`src/shared/rwd_map.svh`:
```
// Purpose: constants for the reset and window watchdog supervisor.
// Assumes: 20 MHz clock, synchronous active-low reset.
// Notes: times hold the printed figure, counts derive from them.
`ifndef RWD_MAP_SVH
`define RWD_MAP_SVH

// Clock
`define CLK_PERIOD_NS 50

// Dip filter, least time used so short glitches are rejected
`define DIP_FILTER_NS 2000
`define DIP_FILTER_CYC \
  ((`DIP_FILTER_NS + `CLK_PERIOD_NS - 1) / `CLK_PERIOD_NS)

// Release delay, nominal
`define RELEASE_DELAY_US 8000
`define RELEASE_DELAY_CYC (`RELEASE_DELAY_US * 1000 / `CLK_PERIOD_NS)

// Sampling periods
`define SAM_FAST_US 500
`define SAM_SLOW_US 1000
`define SAM_FAST_CYC (`SAM_FAST_US * 1000 / `CLK_PERIOD_NS)
`define SAM_SLOW_CYC (`SAM_SLOW_US * 1000 / `CLK_PERIOD_NS)

// Ignore window and watchdog period, counted in sampling periods
`define IGN_FAST_US 32000
`define IGN_SLOW_US 64000
`define PER_FAST_US 32000
`define PER_SLOW_US 64000
`define IGN_FAST_TICKS (`IGN_FAST_US / `SAM_FAST_US)
`define IGN_SLOW_TICKS (`IGN_SLOW_US / `SAM_SLOW_US)
`define PER_FAST_TICKS (`PER_FAST_US / `SAM_FAST_US)
`define PER_SLOW_TICKS (`PER_SLOW_US / `SAM_SLOW_US)

// Kick history pattern: high, high, low, low (newest in bit 0)
`define KICK_PATTERN 4'hC

// Counter widths
`define CYC_W 18
`define TICK_W 8

`endif

```
`src/shared/rwd_pkg.sv`:
```
// Purpose: types for the reset and window watchdog supervisor.
// Assumes: constants live in rwd_map.svh.
// Notes: one-hot watchdog states.
package rwd_pkg;

  // Watchdog sequencer states
  typedef enum logic [5:0] {
    wd_reset = 6'h01,
    wd_hold = 6'h02,
    wd_ignore = 6'h04,
    wd_trigger = 6'h08,
    wd_gap = 6'h10,
    wd_fault = 6'h20
  } wd_state_e;

  // Speed mode
  typedef enum logic {
    speed_fast = 1'b0,
    speed_slow = 1'b1
  } speed_e;

endpackage : rwd_pkg

```
`src/reset_and_window_watchdog.sv`:
```
// Purpose: reset generator and window watchdog of a regulator supervisor.
// Assumes: analog comparator results arrive as synchronous levels.
// Notes: open-drain pins split into level, enable; enable high drives low.
// Notes: release delay, sampling periods shortened only by parameters.
// Notes: kick history cleared at each window start.
`timescale 1ns/1ps
`default_nettype none
`include "rwd_map.svh"

module reset_and_window_watchdog
  import rwd_pkg::*;
#(
  parameter int RELEASE_CYC = `RELEASE_DELAY_CYC,
  parameter int SAM_FAST_CYC = `SAM_FAST_CYC,
  parameter int SAM_SLOW_CYC = `SAM_SLOW_CYC
) (
  // Clock and reset
  input wire logic clk,
  input wire logic reset_n,
  // Analog supervisor results
  input wire logic thresh_below,
  input wire logic vfb_below_1v,
  input wire logic vs_undervolt,
  // Processor side
  input wire logic wdog_kick_in,
  input wire logic wdog_speed_sel,
  // Reset output pin
  output logic reset_out_n_o,
  output logic reset_out_n_oe,
  // Watchdog fault output pin
  output logic wdog_fault_out_n_o,
  output logic wdog_fault_out_n_oe
);

  // Input synchronisers
  logic kick_meta;
  logic kick_sync;
  logic speed_meta;
  logic speed_sync;
  logic next_kick_meta;
  logic next_kick_sync;
  logic next_speed_meta;
  logic next_speed_sync;

  // Reset generator state
  logic [`CYC_W-1:0] dip_cnt;
  logic [`CYC_W-1:0] next_dip_cnt;
  logic dip_low;
  logic next_dip_low;
  logic rst_active;
  logic next_rst_active;
  logic [`CYC_W-1:0] rd_cnt;
  logic [`CYC_W-1:0] next_rd_cnt;
  logic reset_cond;

  // Watchdog state
  // Cycle counter restarts at every phase change, so one counter serves
  // hold, ignore, window, gap and fault timing
  wd_state_e state;
  wd_state_e next_state;
  speed_e mode;
  speed_e next_mode;
  logic [`CYC_W-1:0] cyc;
  logic [`CYC_W-1:0] next_cyc;
  logic [`TICK_W-1:0] ticks;
  logic [`TICK_W-1:0] next_ticks;
  logic [3:0] hist;
  logic [3:0] next_hist;
  logic sam_tick;
  logic rel_done;
  logic [`CYC_W-1:0] sam_last;
  logic [`TICK_W-1:0] ign_ticks;
  logic [`TICK_W-1:0] win_ticks;
  logic [3:0] hist_shift;

  // Pin registers
  // Only the enables move; the drive level is tied low because both pins
  // are open drain and must never push a high level
  logic next_reset_oe;
  logic next_fault_oe;

  // Two-flop synchronisers for processor pins
  // Processor edges are free running, so the first flop may go metastable;
  // only the second flop feeds decisions
  // Costs two cycles of latency, far below one sampling period
  // Reset value low matches the idle level of both pins
  always_comb begin
    next_kick_meta = wdog_kick_in;
    next_kick_sync = kick_meta;
    next_speed_meta = wdog_speed_sel;
    next_speed_sync = speed_meta;
  end

  always_ff @(posedge clk) begin
    if (!reset_n) begin
      kick_meta <= 1'b0;
      kick_sync <= 1'b0;
      speed_meta <= 1'b0;
      speed_sync <= 1'b0;
    end else begin
      kick_meta <= next_kick_meta;
      kick_sync <= next_kick_sync;
      speed_meta <= next_speed_meta;
      speed_sync <= next_speed_sync;
    end
  end

  // Dip filter and reset delay
  // Counter runs while the sense comparator reports low
  // Any return above threshold clears it, so dips do not add up
  // Least filter time chosen: slower filters would let real faults
  // persist longer before the processor is held
  // The comparator already carries its hysteresis, so only time is judged
  always_comb begin
    next_dip_cnt = dip_cnt;
    next_dip_low = dip_low;
    if (!thresh_below) begin
      next_dip_cnt = '0;
      next_dip_low = 1'b0;
    end else if (dip_cnt >= `CYC_W'(`DIP_FILTER_CYC - 1)) begin
      next_dip_low = 1'b1;
    end else begin
      next_dip_cnt = dip_cnt + `CYC_W'(1);
    end
  end

  assign reset_cond = dip_low | vs_undervolt;

  // Reset held while the condition stands plus one release delay
  // A new condition during the delay restarts it from zero
  // Input undervoltage acts without filtering, as the supply is
  // already too low to trust the output
  // Power-on state is active, so the delay also covers start-up
  always_comb begin
    next_rst_active = rst_active;
    next_rd_cnt = rd_cnt;
    if (reset_cond) begin
      next_rst_active = 1'b1;
      next_rd_cnt = '0;
    end else if (rst_active) begin
      if (rd_cnt >= `CYC_W'(RELEASE_CYC - 1)) begin
        next_rst_active = 1'b0;
        next_rd_cnt = '0;
      end else begin
        next_rd_cnt = rd_cnt + `CYC_W'(1);
      end
    end
  end

  always_ff @(posedge clk) begin
    if (!reset_n) begin
      dip_cnt <= '0;
      dip_low <= 1'b0;
      rst_active <= 1'b1;
      rd_cnt <= '0;
    end else begin
      dip_cnt <= next_dip_cnt;
      dip_low <= next_dip_low;
      rst_active <= next_rst_active;
      rd_cnt <= next_rd_cnt;
    end
  end

  // Time base of the latched mode
  // Mode is latched, never the live pin, so a mid-window change of
  // speed select cannot stretch or shrink the running window
  // Ignore and period figures are held in sampling ticks, which keeps
  // the tick counter narrow
  always_comb begin
    if (mode == speed_slow) begin
      sam_last = `CYC_W'(SAM_SLOW_CYC - 1);
      ign_ticks = `TICK_W'(`IGN_SLOW_TICKS);
      win_ticks = `TICK_W'(`PER_SLOW_TICKS - 1);
    end else begin
      sam_last = `CYC_W'(SAM_FAST_CYC - 1);
      ign_ticks = `TICK_W'(`IGN_FAST_TICKS);
      win_ticks = `TICK_W'(`PER_FAST_TICKS - 1);
    end
    sam_tick = (cyc == sam_last);
    rel_done = (cyc >= `CYC_W'(RELEASE_CYC - 1));
    hist_shift = {hist[2:0], kick_sync};
  end

  // Watchdog sequencer
  // Flow: reset, hold one release delay, ignore, then trigger windows
  // separated by a one-sample gap after each accepted kick
  // A missed window goes to fault for one release delay and back to
  // ignore, as after reset
  // Reset activity overrides everything below and parks in wd_reset
  // History is cleared at each window start, so a kick that straddles two
  // periods or falls in the gap never qualifies
  always_comb begin
    next_state = state;
    next_mode = mode;
    next_cyc = cyc + `CYC_W'(1);
    next_ticks = ticks;
    next_hist = hist;
    case (state)
      wd_reset: begin
        next_cyc = '0;
        if (!rst_active) begin
          next_state = wd_hold;
        end
      end
      wd_hold, wd_fault: begin
        if (rel_done) begin
          next_state = wd_ignore;
          next_cyc = '0;
          next_ticks = '0;
          next_mode = speed_e'(speed_sync);
        end
      end
      wd_ignore: begin
        // Kick input not looked at here
        if (sam_tick) begin
          next_cyc = '0;
          if (ticks == ign_ticks - `TICK_W'(1)) begin
            next_state = wd_trigger;
            next_ticks = '0;
            next_hist = '0;
            next_mode = speed_e'(speed_sync);
          end else begin
            next_ticks = ticks + `TICK_W'(1);
          end
        end
      end
      wd_trigger: begin
        if (sam_tick) begin
          next_cyc = '0;
          next_hist = hist_shift;
          if (hist_shift == `KICK_PATTERN) begin
            next_state = wd_gap;
            next_ticks = '0;
          end else if (ticks == win_ticks - `TICK_W'(1)) begin
            next_state = wd_fault;
          end else begin
            next_ticks = ticks + `TICK_W'(1);
          end
        end
      end
      wd_gap: begin
        // Samples here are dropped
        if (sam_tick) begin
          next_cyc = '0;
          next_state = wd_trigger;
          next_ticks = '0;
          next_hist = '0;
          next_mode = speed_e'(speed_sync);
        end
      end
      default: begin
        next_state = wd_reset;
        next_cyc = '0;
      end
    endcase
    if (rst_active) begin
      next_state = wd_reset;
      next_cyc = '0;
      next_ticks = '0;
      next_hist = '0;
    end
    if (next_state == wd_fault && state != wd_fault) begin
      next_cyc = '0;
    end
  end

  always_ff @(posedge clk) begin
    if (!reset_n) begin
      state <= wd_reset;
      mode <= speed_fast;
      cyc <= '0;
      ticks <= '0;
      hist <= '0;
    end else begin
      state <= next_state;
      mode <= next_mode;
      cyc <= next_cyc;
      ticks <= next_ticks;
      hist <= next_hist;
    end
  end

  // Pin drivers; a dead regulated supply cannot sink the reset line
  // Fault enable is a superset of reset enable, so the fault pin can
  // never be released while reset is pulled
  // Nothing in the watchdog path reaches the reset enable
  // Both enables are registered so the pins see no decode glitches
  always_comb begin
    next_reset_oe = rst_active & ~vfb_below_1v;
    next_fault_oe = rst_active | (state == wd_reset)
      | (state == wd_hold) | (state == wd_fault);
  end

  always_ff @(posedge clk) begin
    if (!reset_n) begin
      reset_out_n_o <= 1'b0;
      reset_out_n_oe <= 1'b1;
      wdog_fault_out_n_o <= 1'b0;
      wdog_fault_out_n_oe <= 1'b1;
    end else begin
      reset_out_n_o <= 1'b0;
      reset_out_n_oe <= next_reset_oe;
      wdog_fault_out_n_o <= 1'b0;
      wdog_fault_out_n_oe <= next_fault_oe;
    end
  end

endmodule : reset_and_window_watchdog
`default_nettype wire

```
`config.mk`:
```
export PLATFORM = sky130hd
export DESIGN_NAME = reset_and_window_watchdog
export DESIGN_NICKNAME = d
export VERILOG_FILES = /design/src/shared/rwd_pkg.sv /design/src/reset_and_window_watchdog.sv
export VERILOG_INCLUDE_DIRS = /design/src /design/src/shared
export SDC_FILE = /design/constraint.sdc
export NUM_CORES = 1
export LEC_CHECK = 0
export ABC_AREA = 1
export BUFFER_PORTS_ARGS = -buffer_cell sky130_fd_sc_hd__clkbuf_2
export CAP_MARGIN = 20
export CORE_ASPECT_RATIO = 1.2
export CORE_MARGIN = 2
export CORE_UTILIZATION = 25
export DETAILED_ROUTE_END_ITERATION = 10
export PLACE_DENSITY = 0.43
export SYNTH_ARGS = -nofsm -noshare
export SYNTH_HDL_FRONTEND = slang
export SYNTH_SLANG_ARGS = --single-unit
```
`constraint.sdc`:
```
create_clock -name clk -period 4.34 [get_ports clk]
set_input_delay 0.434 -clock clk [delete_from_list [all_inputs] [get_ports clk]]
set_output_delay 0.434 -clock clk [all_outputs]
set_load 0.005 [all_outputs]
```
==> impl_results.md, run 1 <==
* Global-route wire length before repair at between 15000 and 20000 um
* Grt ovf at 0
* Crit path launch type: flip-flop
* Initial DRC Count at about 230
* Most used DFF post-synth: dfxtp_1
* Hold Worst Slack at 0.275 ns
* Internal at 1.22 mW
* Critical path, cell by cell: ha_1 > nand2_1 > nor2_2 > nand2_1 > nand2_1 > nand2_1 > and2_4 > nand2_4 > nand3_2 > o21ai_1 > nor2_1
* Hold EP: next_speed_sync
* Reg clk slew, reported paths at 0.06 ns
* Hold Buf Count CTS at 0
* Die X-Extent at about 120 um
* Resized cells post-CTS at 0
* Num Clock Sinks at 80
* Detail Route Antenna Nets at 0
* H-Tree Depth at 3
* DP HPWL at ~6700 um
* Ys Warns at 0
* Worst-path fanout max at 9
* Crit path largest cell delay at 0.36 ns
* # setup viols final at 0
* Hold crit path type: in2reg
* Mean Syn Cell Area at 7.12 um2
* Asr flop ratio synth at 0
* Final Routed Wirelength at 9120 um
* Vias post-DR at 3576
* Hold Vio Cnt, Final at 0
* Seq pwr share at 0.483
* Port Buffers at 8
* Remaining DRCs at 0
* Final Cycle Share at 0.455
* Initial antenna violation count at 0
* Highest routed metal layer: met4
* Die height at 145 um
* Measured slew at the worst slew-check pin at 0.593 ns
* Area of the die at 0.0177 mm2
* Slew Limit Headroom at 0.604
* Met3 wire length at 259 um
* Critical path startpoint: cyc[0]
* Worst EP required at 4.57 ns
* Max Root-Sink Buffers at 2
* Synthesized flop and latch total at 80
* Fillcell total at between 1500 and 2000
* CTS Root Cell: clkbuf_16
* Setup bufs post-CTS at 0
* Setup TNS Final at 0 ns
* Kind of critical path: reg2reg
* Max-slew violation count at 0
* Via density per instance at 4.40
* Worst flop-to-flop path endpoint: ticks[0]
* Worst flop-to-flop path startpoint: cyc[0]
* Critical Path Most Common Cell: nand2_1
* Syn-to-layout area delta at 12.8%
* Clk_skew at ~0.008 ns
* Final nets at 607
* Leakage at about 1.7 nW
* Starting Density at 0.256
* Max VDD drop at roughly 160 uV
* R2r worst-path depth at 11
* Most frequent cells in the layout: nand2_1, inv_1, nor2_1, dfxtp_1, nand3_1
* Number of max-cap violations at 0
* TritonRoute pass-1 iters at 4
* Core ar. at ~0.016 mm2
* EDFF count, synth at 0
* Hold Path Cell Cnt at 3
* Cells after synthesis at 584
* Netlist cell types at 45
* Row count at 51
* Achievable Freq at 0.506 GHz
* Outcome: complete, no violations
* Commonest non-fill, non-tap cell in the layout: nand2_1
* Total track usage at 0.112
* Largest net degree at the start of global routing at 20
* Seq/Total Area, Yosys at 0.385
* Met2 Routed Length at 4350 um
* Hold wc startpoint: wdog_speed_sel
* Net switching power at 310 uW
* Final min period at 1.97 ns
* Clk pwr share at 0.505
* Logic pwr share at 0.012
* CTS Buf Count at 9
* Share of post-route cells with drive strength above 1 at 0.120
* RSZ-0062 raised after global routing: no
* Sw frac at 0.202
* Slowest-stage cell, CP: dfxtp_1
* Skew-Pair Late Insertion Delay at 0.34 ns
* Reg2Reg Setup Slack at 2.37 ns
* Final GP Congestion at ~0.85
* Antenna diode count at 0
* PwrDens at ~330 mW/mm2
* CTS tree: done
* WP data arrival at 2.21 ns
* DR WL/cell at between 10 and 15 um
* Vias in the first global route at 3443
* Crit. End Element: flip-flop
* Power after layout at 1.53 mW
* Synthesized area at 0.00416 mm2
* Post-Route M1 WL at 4280 um
* Io pins at 11
[sequential cells by signal (all words and copies together) (netlist names)]
name                 count
cyc                     18
dip_cnt                 18
rd_cnt                  18
ticks                    8
state                    6
hist                     3
dip_low                  1
kick_meta                1
kick_sync                1
mode                     1
next_speed_sync          1
reset_out_n_oe           1
rst_active               1
speed_sync               1
wdog_fault_out_n_oe      1
[area by class of cell]
cell class | instances | area, um2 | share of cell area
clock buffer | 14 | 264 | 0.0563
timing repair buffer | 8 | 40.0 | 0.00853
inverter | 87 | 329 | 0.0701
clock inverter | 2 | 37.5 | 0.00800
multi-input combinational | 409 | 2160 | 0.459
tap | 212 | 265 | 0.0565
sequential | 80 | 1600 | 0.341
[power by group through the flow]
stage | clock network, mW | logic [mW] | registers [mW]
finish | 0.774 | 0.0182 | 0.741
global route | 0.835 | 0.0217 | 0.740
CTS | 0.805 | 0.0188 | 0.740
detailed placement | 0 | 0.0188 | 0.757
global placement | 0 | 0.0188 | 0.757
floorplan | 0 | 0.0140 | 0.756
[critical path: cells and delay by family, from the launching register on]
kind | cells | cell delay (ns)
flops | 1 | 0.36
fa+ha+maj | 1 | 0.17
simple gates | 9 | 1.08
compound gates | 1 | 0.23
[logic make-up (layout without fill, tap and decap cells)]
logic type | after synthesis | count (layout) | share of synthesized area
AO/OA/AOI/OAI | 49 | 49 | 0.0656
XOR/XNOR | 15 | 15 | 0.0316
adder cells (fa/ha/maj) | 5 | 5 | 0.0150
buffers and inverters | 96 | 111 | 0.0977
flip-flops | 80 | 80 | 0.385
other | 1 | 2 | 0.000901
AND/OR/NAND/NOR | 338 | 338 | 0.404
[worst max-delay path by stage]
stage | end | slack (ns) | cells past startpoint
6_report | ticks[0] | 2.37 | 11
5_1_grt | ticks[1] | 2.09 | 11
4_1_cts | ticks[1] | 2.31 | 11
3_5_place_dp | hist[1] | 2.33 | 5
3_3_place_gp | hist[0] | 2.31 | 5
2_1_floorplan | ticks[0] | 2.72 | 11
[per-layer routing]
layer | vias to the layer above | global-route usage
met5 | - | 0
li1 | 1877 | -
met2 | 55 | 0.181
met4 | 0 | 0.0580
met1 | 1630 | 0.141
met3 | 14 | 0.0208
[metrics by stage]
step / area, um2 / setup WS [ns] / cells / utilization
after floorplan: 4160 / 2.72 / 585 / -
after global placement: 4390 / 2.31 / 796 / 0.270
after detailed placement: 4390 / 2.33 / 796 / 0.270
after CTS: 4690 / 2.31 / 812 / 0.288
after global routing: 4690 / 2.09 / 812 / 0.288
final: 4690 / 2.37 / 812 / 0.288
[cell usage after synthesis (2+ instances only)]
| cell | number | area share |
|---|---|---|
| nor2_8 | 2 | 0.0096 |
| a21oi_1 | 20 | 0.024 |
| nor2_2 | 12 | 0.018 |
| inv_2 | 4 | 0.0036 |
| nand2_2 | 4 | 0.0060 |
| nand2_1 | 126 | 0.11 |
| buf_12 | 2 | 0.0096 |
| clkbuf_1 | 2 | 0.0018 |
| nand3_2 | 9 | 0.022 |
| nor2_1 | 80 | 0.072 |
| nand2_4 | 3 | 0.0081 |
| buf_4 | 2 | 0.0036 |
| nor2_4 | 6 | 0.016 |
| dfxtp_1 | 80 | 0.38 |
| xnor2_1 | 2 | 0.0042 |
| o21bai_1 | 2 | 0.0036 |
| xor2_1 | 13 | 0.027 |
| nand4_1 | 19 | 0.029 |
| nor3_1 | 12 | 0.014 |
| ha_1 | 5 | 0.015 |
| inv_1 | 81 | 0.073 |
| nand3_1 | 45 | 0.054 |
| o21ai_0 | 17 | 0.020 |
| or2_2 | 4 | 0.0060 |
| nor4_1 | 3 | 0.0045 |
| buf_2 | 3 | 0.0036 |
| o21ai_1 | 2 | 0.0024 |
| nand3b_1 | 4 | 0.0072 |
| nor3b_1 | 4 | 0.0072 |
Note: power is estimated with default switching activity, not from simulation.
==> run 2, diff against run 1 <==
PLACE_DENSITY = 0.44   (was 0.43)
clock period = 1.67 ns   (was 4.34 ns; I/O delays follow)
==> run 2 against run 1 <==
Compared with the run above: the run now ends with setup timing left; total power rose to 2.6 times the previous value; largest power group unchanged; fmax is 14% higher; cell count up 9.6%; largest cell class unchanged; sequential power grew to 2.6 times the previous value; clock power increased to 2.7 times the previous value; via count rose by 9.1%; first-iteration DRC count is 27% lower; global-route usage increased by 0.80 points; clock skew is 0.0014 ns higher.
==> impl_results.md, run 2 (same netlist as run 1, synthesis figures left out) <==
* Hold Vio Cnt, Final at 0 (unchanged)
* Total track usage at 0.120 (+0.00796)
* Hold wc startpoint: vfb_below_1v
* Core ar. at 0.0163 mm2 (unchanged)
* Logic pwr share at 0.017 (+0.005)
* Placed Instance Area at 0.00489 mm2 (+11%)
* Hold Worst Slack at 0.0246 ns (-0.251 ns)
* CTS Root Cell: clkbuf_16
* Via density per instance at 4.38 (-0.50%)
* Clk_skew at 0.00946 ns (+0.00142 ns)
* Delay-heaviest family, CP: simple AND/OR/NAND/NOR gates
* Num Clock Sinks at 80 (unchanged)
* Seq pwr share at 0.474 (-0.009)
* Final Instance Area at 0.00568 mm2 (+21%)
* Port Buffers at 8 (unchanged)
* CTS tree: done
* Final worst slack at -0.0571 ns (-2.42 ns)
* # setup viols final at 20 (+20)
* Reg clk slew, reported paths at 0.07 ns (about the same)
* Vias post-DR at 3900 (+9.1%)
* Reg2Reg Setup Slack at -0.06 ns (-2.42 ns)
* Antenna diode count at 0 (unchanged)
* Number of max-cap violations at 0 (unchanged)
* Grt ovf at 0 (unchanged)
* Final min period at 1.73 ns (-0.247 ns)
* Worst EP required at 1.91 ns (-2.66 ns)
* Clk pwr share at 0.508 (+0.003)
* PwrDens at 714 mW/mm2 (+120%)
* Hold EP: reset_out_n_oe
* Share of post-route cells with drive strength above 1 at 0.307 (+0.187)
* Row count at 51 (unchanged)
* Crit path largest cell delay at 0.35 ns (about the same)
* Final GP Congestion at 0.808 (-5.0%)
* Sw frac at 0.226 (+0.0239)
* Detail Route Antenna Nets at 0 (unchanged)
* WP data arrival at 1.97 ns (-0.24 ns)
* Commonest non-fill, non-tap cell in the layout: nand2_1
* Setup TNS Final at -0.695 ns (-0.695 ns)
* Critical path, cell by cell: nand2_1 > inv_1 > nand2_1 > nor2_1 > nand4_1 > nand2_2 > nand4_4 > nand2_4 > clkbuf_16 > nor2_2
* Initial DRC Count at 170 (-27%)
* Critical path depth at 10 (-1)
* Critical Path Most Common Cell: nand2_1
* Crit path buf inv count at 2 (+2)
* Failing checks: setup timing
* Crit path launch type: flip-flop
* Max-slew violation count at 0 (unchanged)
* Net switching power at 918 uW (+200%)
* Most frequent cells in the layout: nand2_1, inv_1, dfxtp_1
* Remaining DRCs at 0 (unchanged)
* Layout Cells excl Fill at 890 (+9.6%)
* R2r worst-path depth at 10 (-1)
* Global-route wire length before repair at 17200 um (+7.8%)
* Slowest-stage cell, CP: dfxtp_1
* Util after Layout at 0.349 (+0.0609)
* TritonRoute pass-1 iters at 4 (unchanged)
* DP HPWL at 7450 um (+11%)
* DR WL/cell at 11.4 um (+1.9%)
* CTS Buf Count at 9 (unchanged)
* RSZ-0062 raised after global routing: yes
* Starting Density at 0.256 (unchanged)
* Hold crit path type: in2reg
* Skew-Pair Late Insertion Delay at 0.35 ns (about the same)
* Io pins at 11 (unchanged)
* Largest registers: cyc (18), dip_cnt (18), rd_cnt (18)
* Internal at 3.14 mW (+160%)
* Worst-path fanout max at 7 (-2)
* Placed Cells at 858 (+7.8%)
* Final Cycle Share at 1.03 (+0.579)
* Hold Path Cell Cnt at 2 (-1)
* Final Routed Wirelength at 10200 um (+12%)
* Largest net degree at the start of global routing at 18 (-10%)
* Max Root-Sink Buffers at 2 (unchanged)
* Final nets at 685 (+13%)
* Worst flop-to-flop path endpoint: cyc[2]
* Crit. End Element: flip-flop
* Outcome: complete, but fails checks
* Vias in the first global route at 3848 (+12%)
* Kind of critical path: reg2reg
* Leakage at 2.23 nW (+28%)
* Die height at 145 um (unchanged)
* Achievable Freq at 0.579 GHz (+14%)
* Area of the die at 0.0177 mm2 (unchanged)
* Max VDD drop at 555 uV (+250%)
* Die X-Extent at 122 um (unchanged)
* Syn-to-layout area delta at 36.6%
* Initial antenna violation count at 0 (unchanged)
* Worst flop-to-flop path startpoint: ticks[2]
* H-Tree Depth at 3 (unchanged)
[run 2: layout make-up]
| class | instances | area (um2) |
|---|---|---|
| Clock buffer | 9 | 225 |
| Inverter | 87 | 329 |
| Timing Repair Buffer | 86 | 702 |
| Multi-Input combinational cell | 409 | 2460 |
| Sequential cell | 80 | 1610 |
| Tap cell | 212 | 265 |
| Clock inverter | 7 | 88.8 |
| Fill cell | 1756 | 10600 |
[run 2: worst reg2reg max path, delay by kind of cell (launching register included)]
| family | cells | cell delay (ns) |
|---|---|---|
| simple gates | 8 | 1.01 |
| buf+inv | 2 | 0.26 |
| flops | 1 | 0.35 |
[run 2: power groups by stage]
stage                     clock (mW)  sequential, mW  combinational (mW)
final                           2.06            1.92              0.0701
after global routing            2.23            1.92              0.0797
after CTS                       2.14            1.92              0.0636
after detailed placement           0            1.97              0.0593
after global placement             0            1.97              0.0587
after floorplan                    0            1.97              0.0365
[run 2: routing by layer]
metal	vias to the layer above	wire, um	track usage	part of all wire
li1	2044	-	-	-
met1	1815	4640	0.145	0.46
met2	25	5110	0.204	0.50
met3	16	206	0.0271	0.020
met4	0	237	0.0483	0.023
met5	-	0	0	0
[run 2: stage by stage]
stage / total power, mW / worst slack (ns)
after floorplan: 2.00 / 0.0537
after global placement: 2.02 / -0.0772
after detailed placement: 2.03 / -0.132
after CTS: 4.13 / -0.0845
after global routing: 4.24 / -0.173
final: 4.06 / -0.0571
[run 2: timing repair]
item / CTS / global route
resized for setup: 27 / 66
hold endpoints to repair: 2 / 0
cloned: 0 / 2
hold buffers: 2 / 0
buffers inserted: 8 / 5
setup endpoints to repair: 33 / 55
pin swaps: 18 / 30
[run 2: worst max path at each step]
stage,startpoint,endpoint,slack (ns)
floorplan,cyc[0],ticks[0],0.05
global placement,cyc[0],ticks[1],-0.08
detailed placement,cyc[0],ticks[0],-0.13
CTS,cyc[1],ticks[0],-0.08
global route,ticks[2],cyc[11],-0.17
finish,ticks[2],cyc[2],-0.06
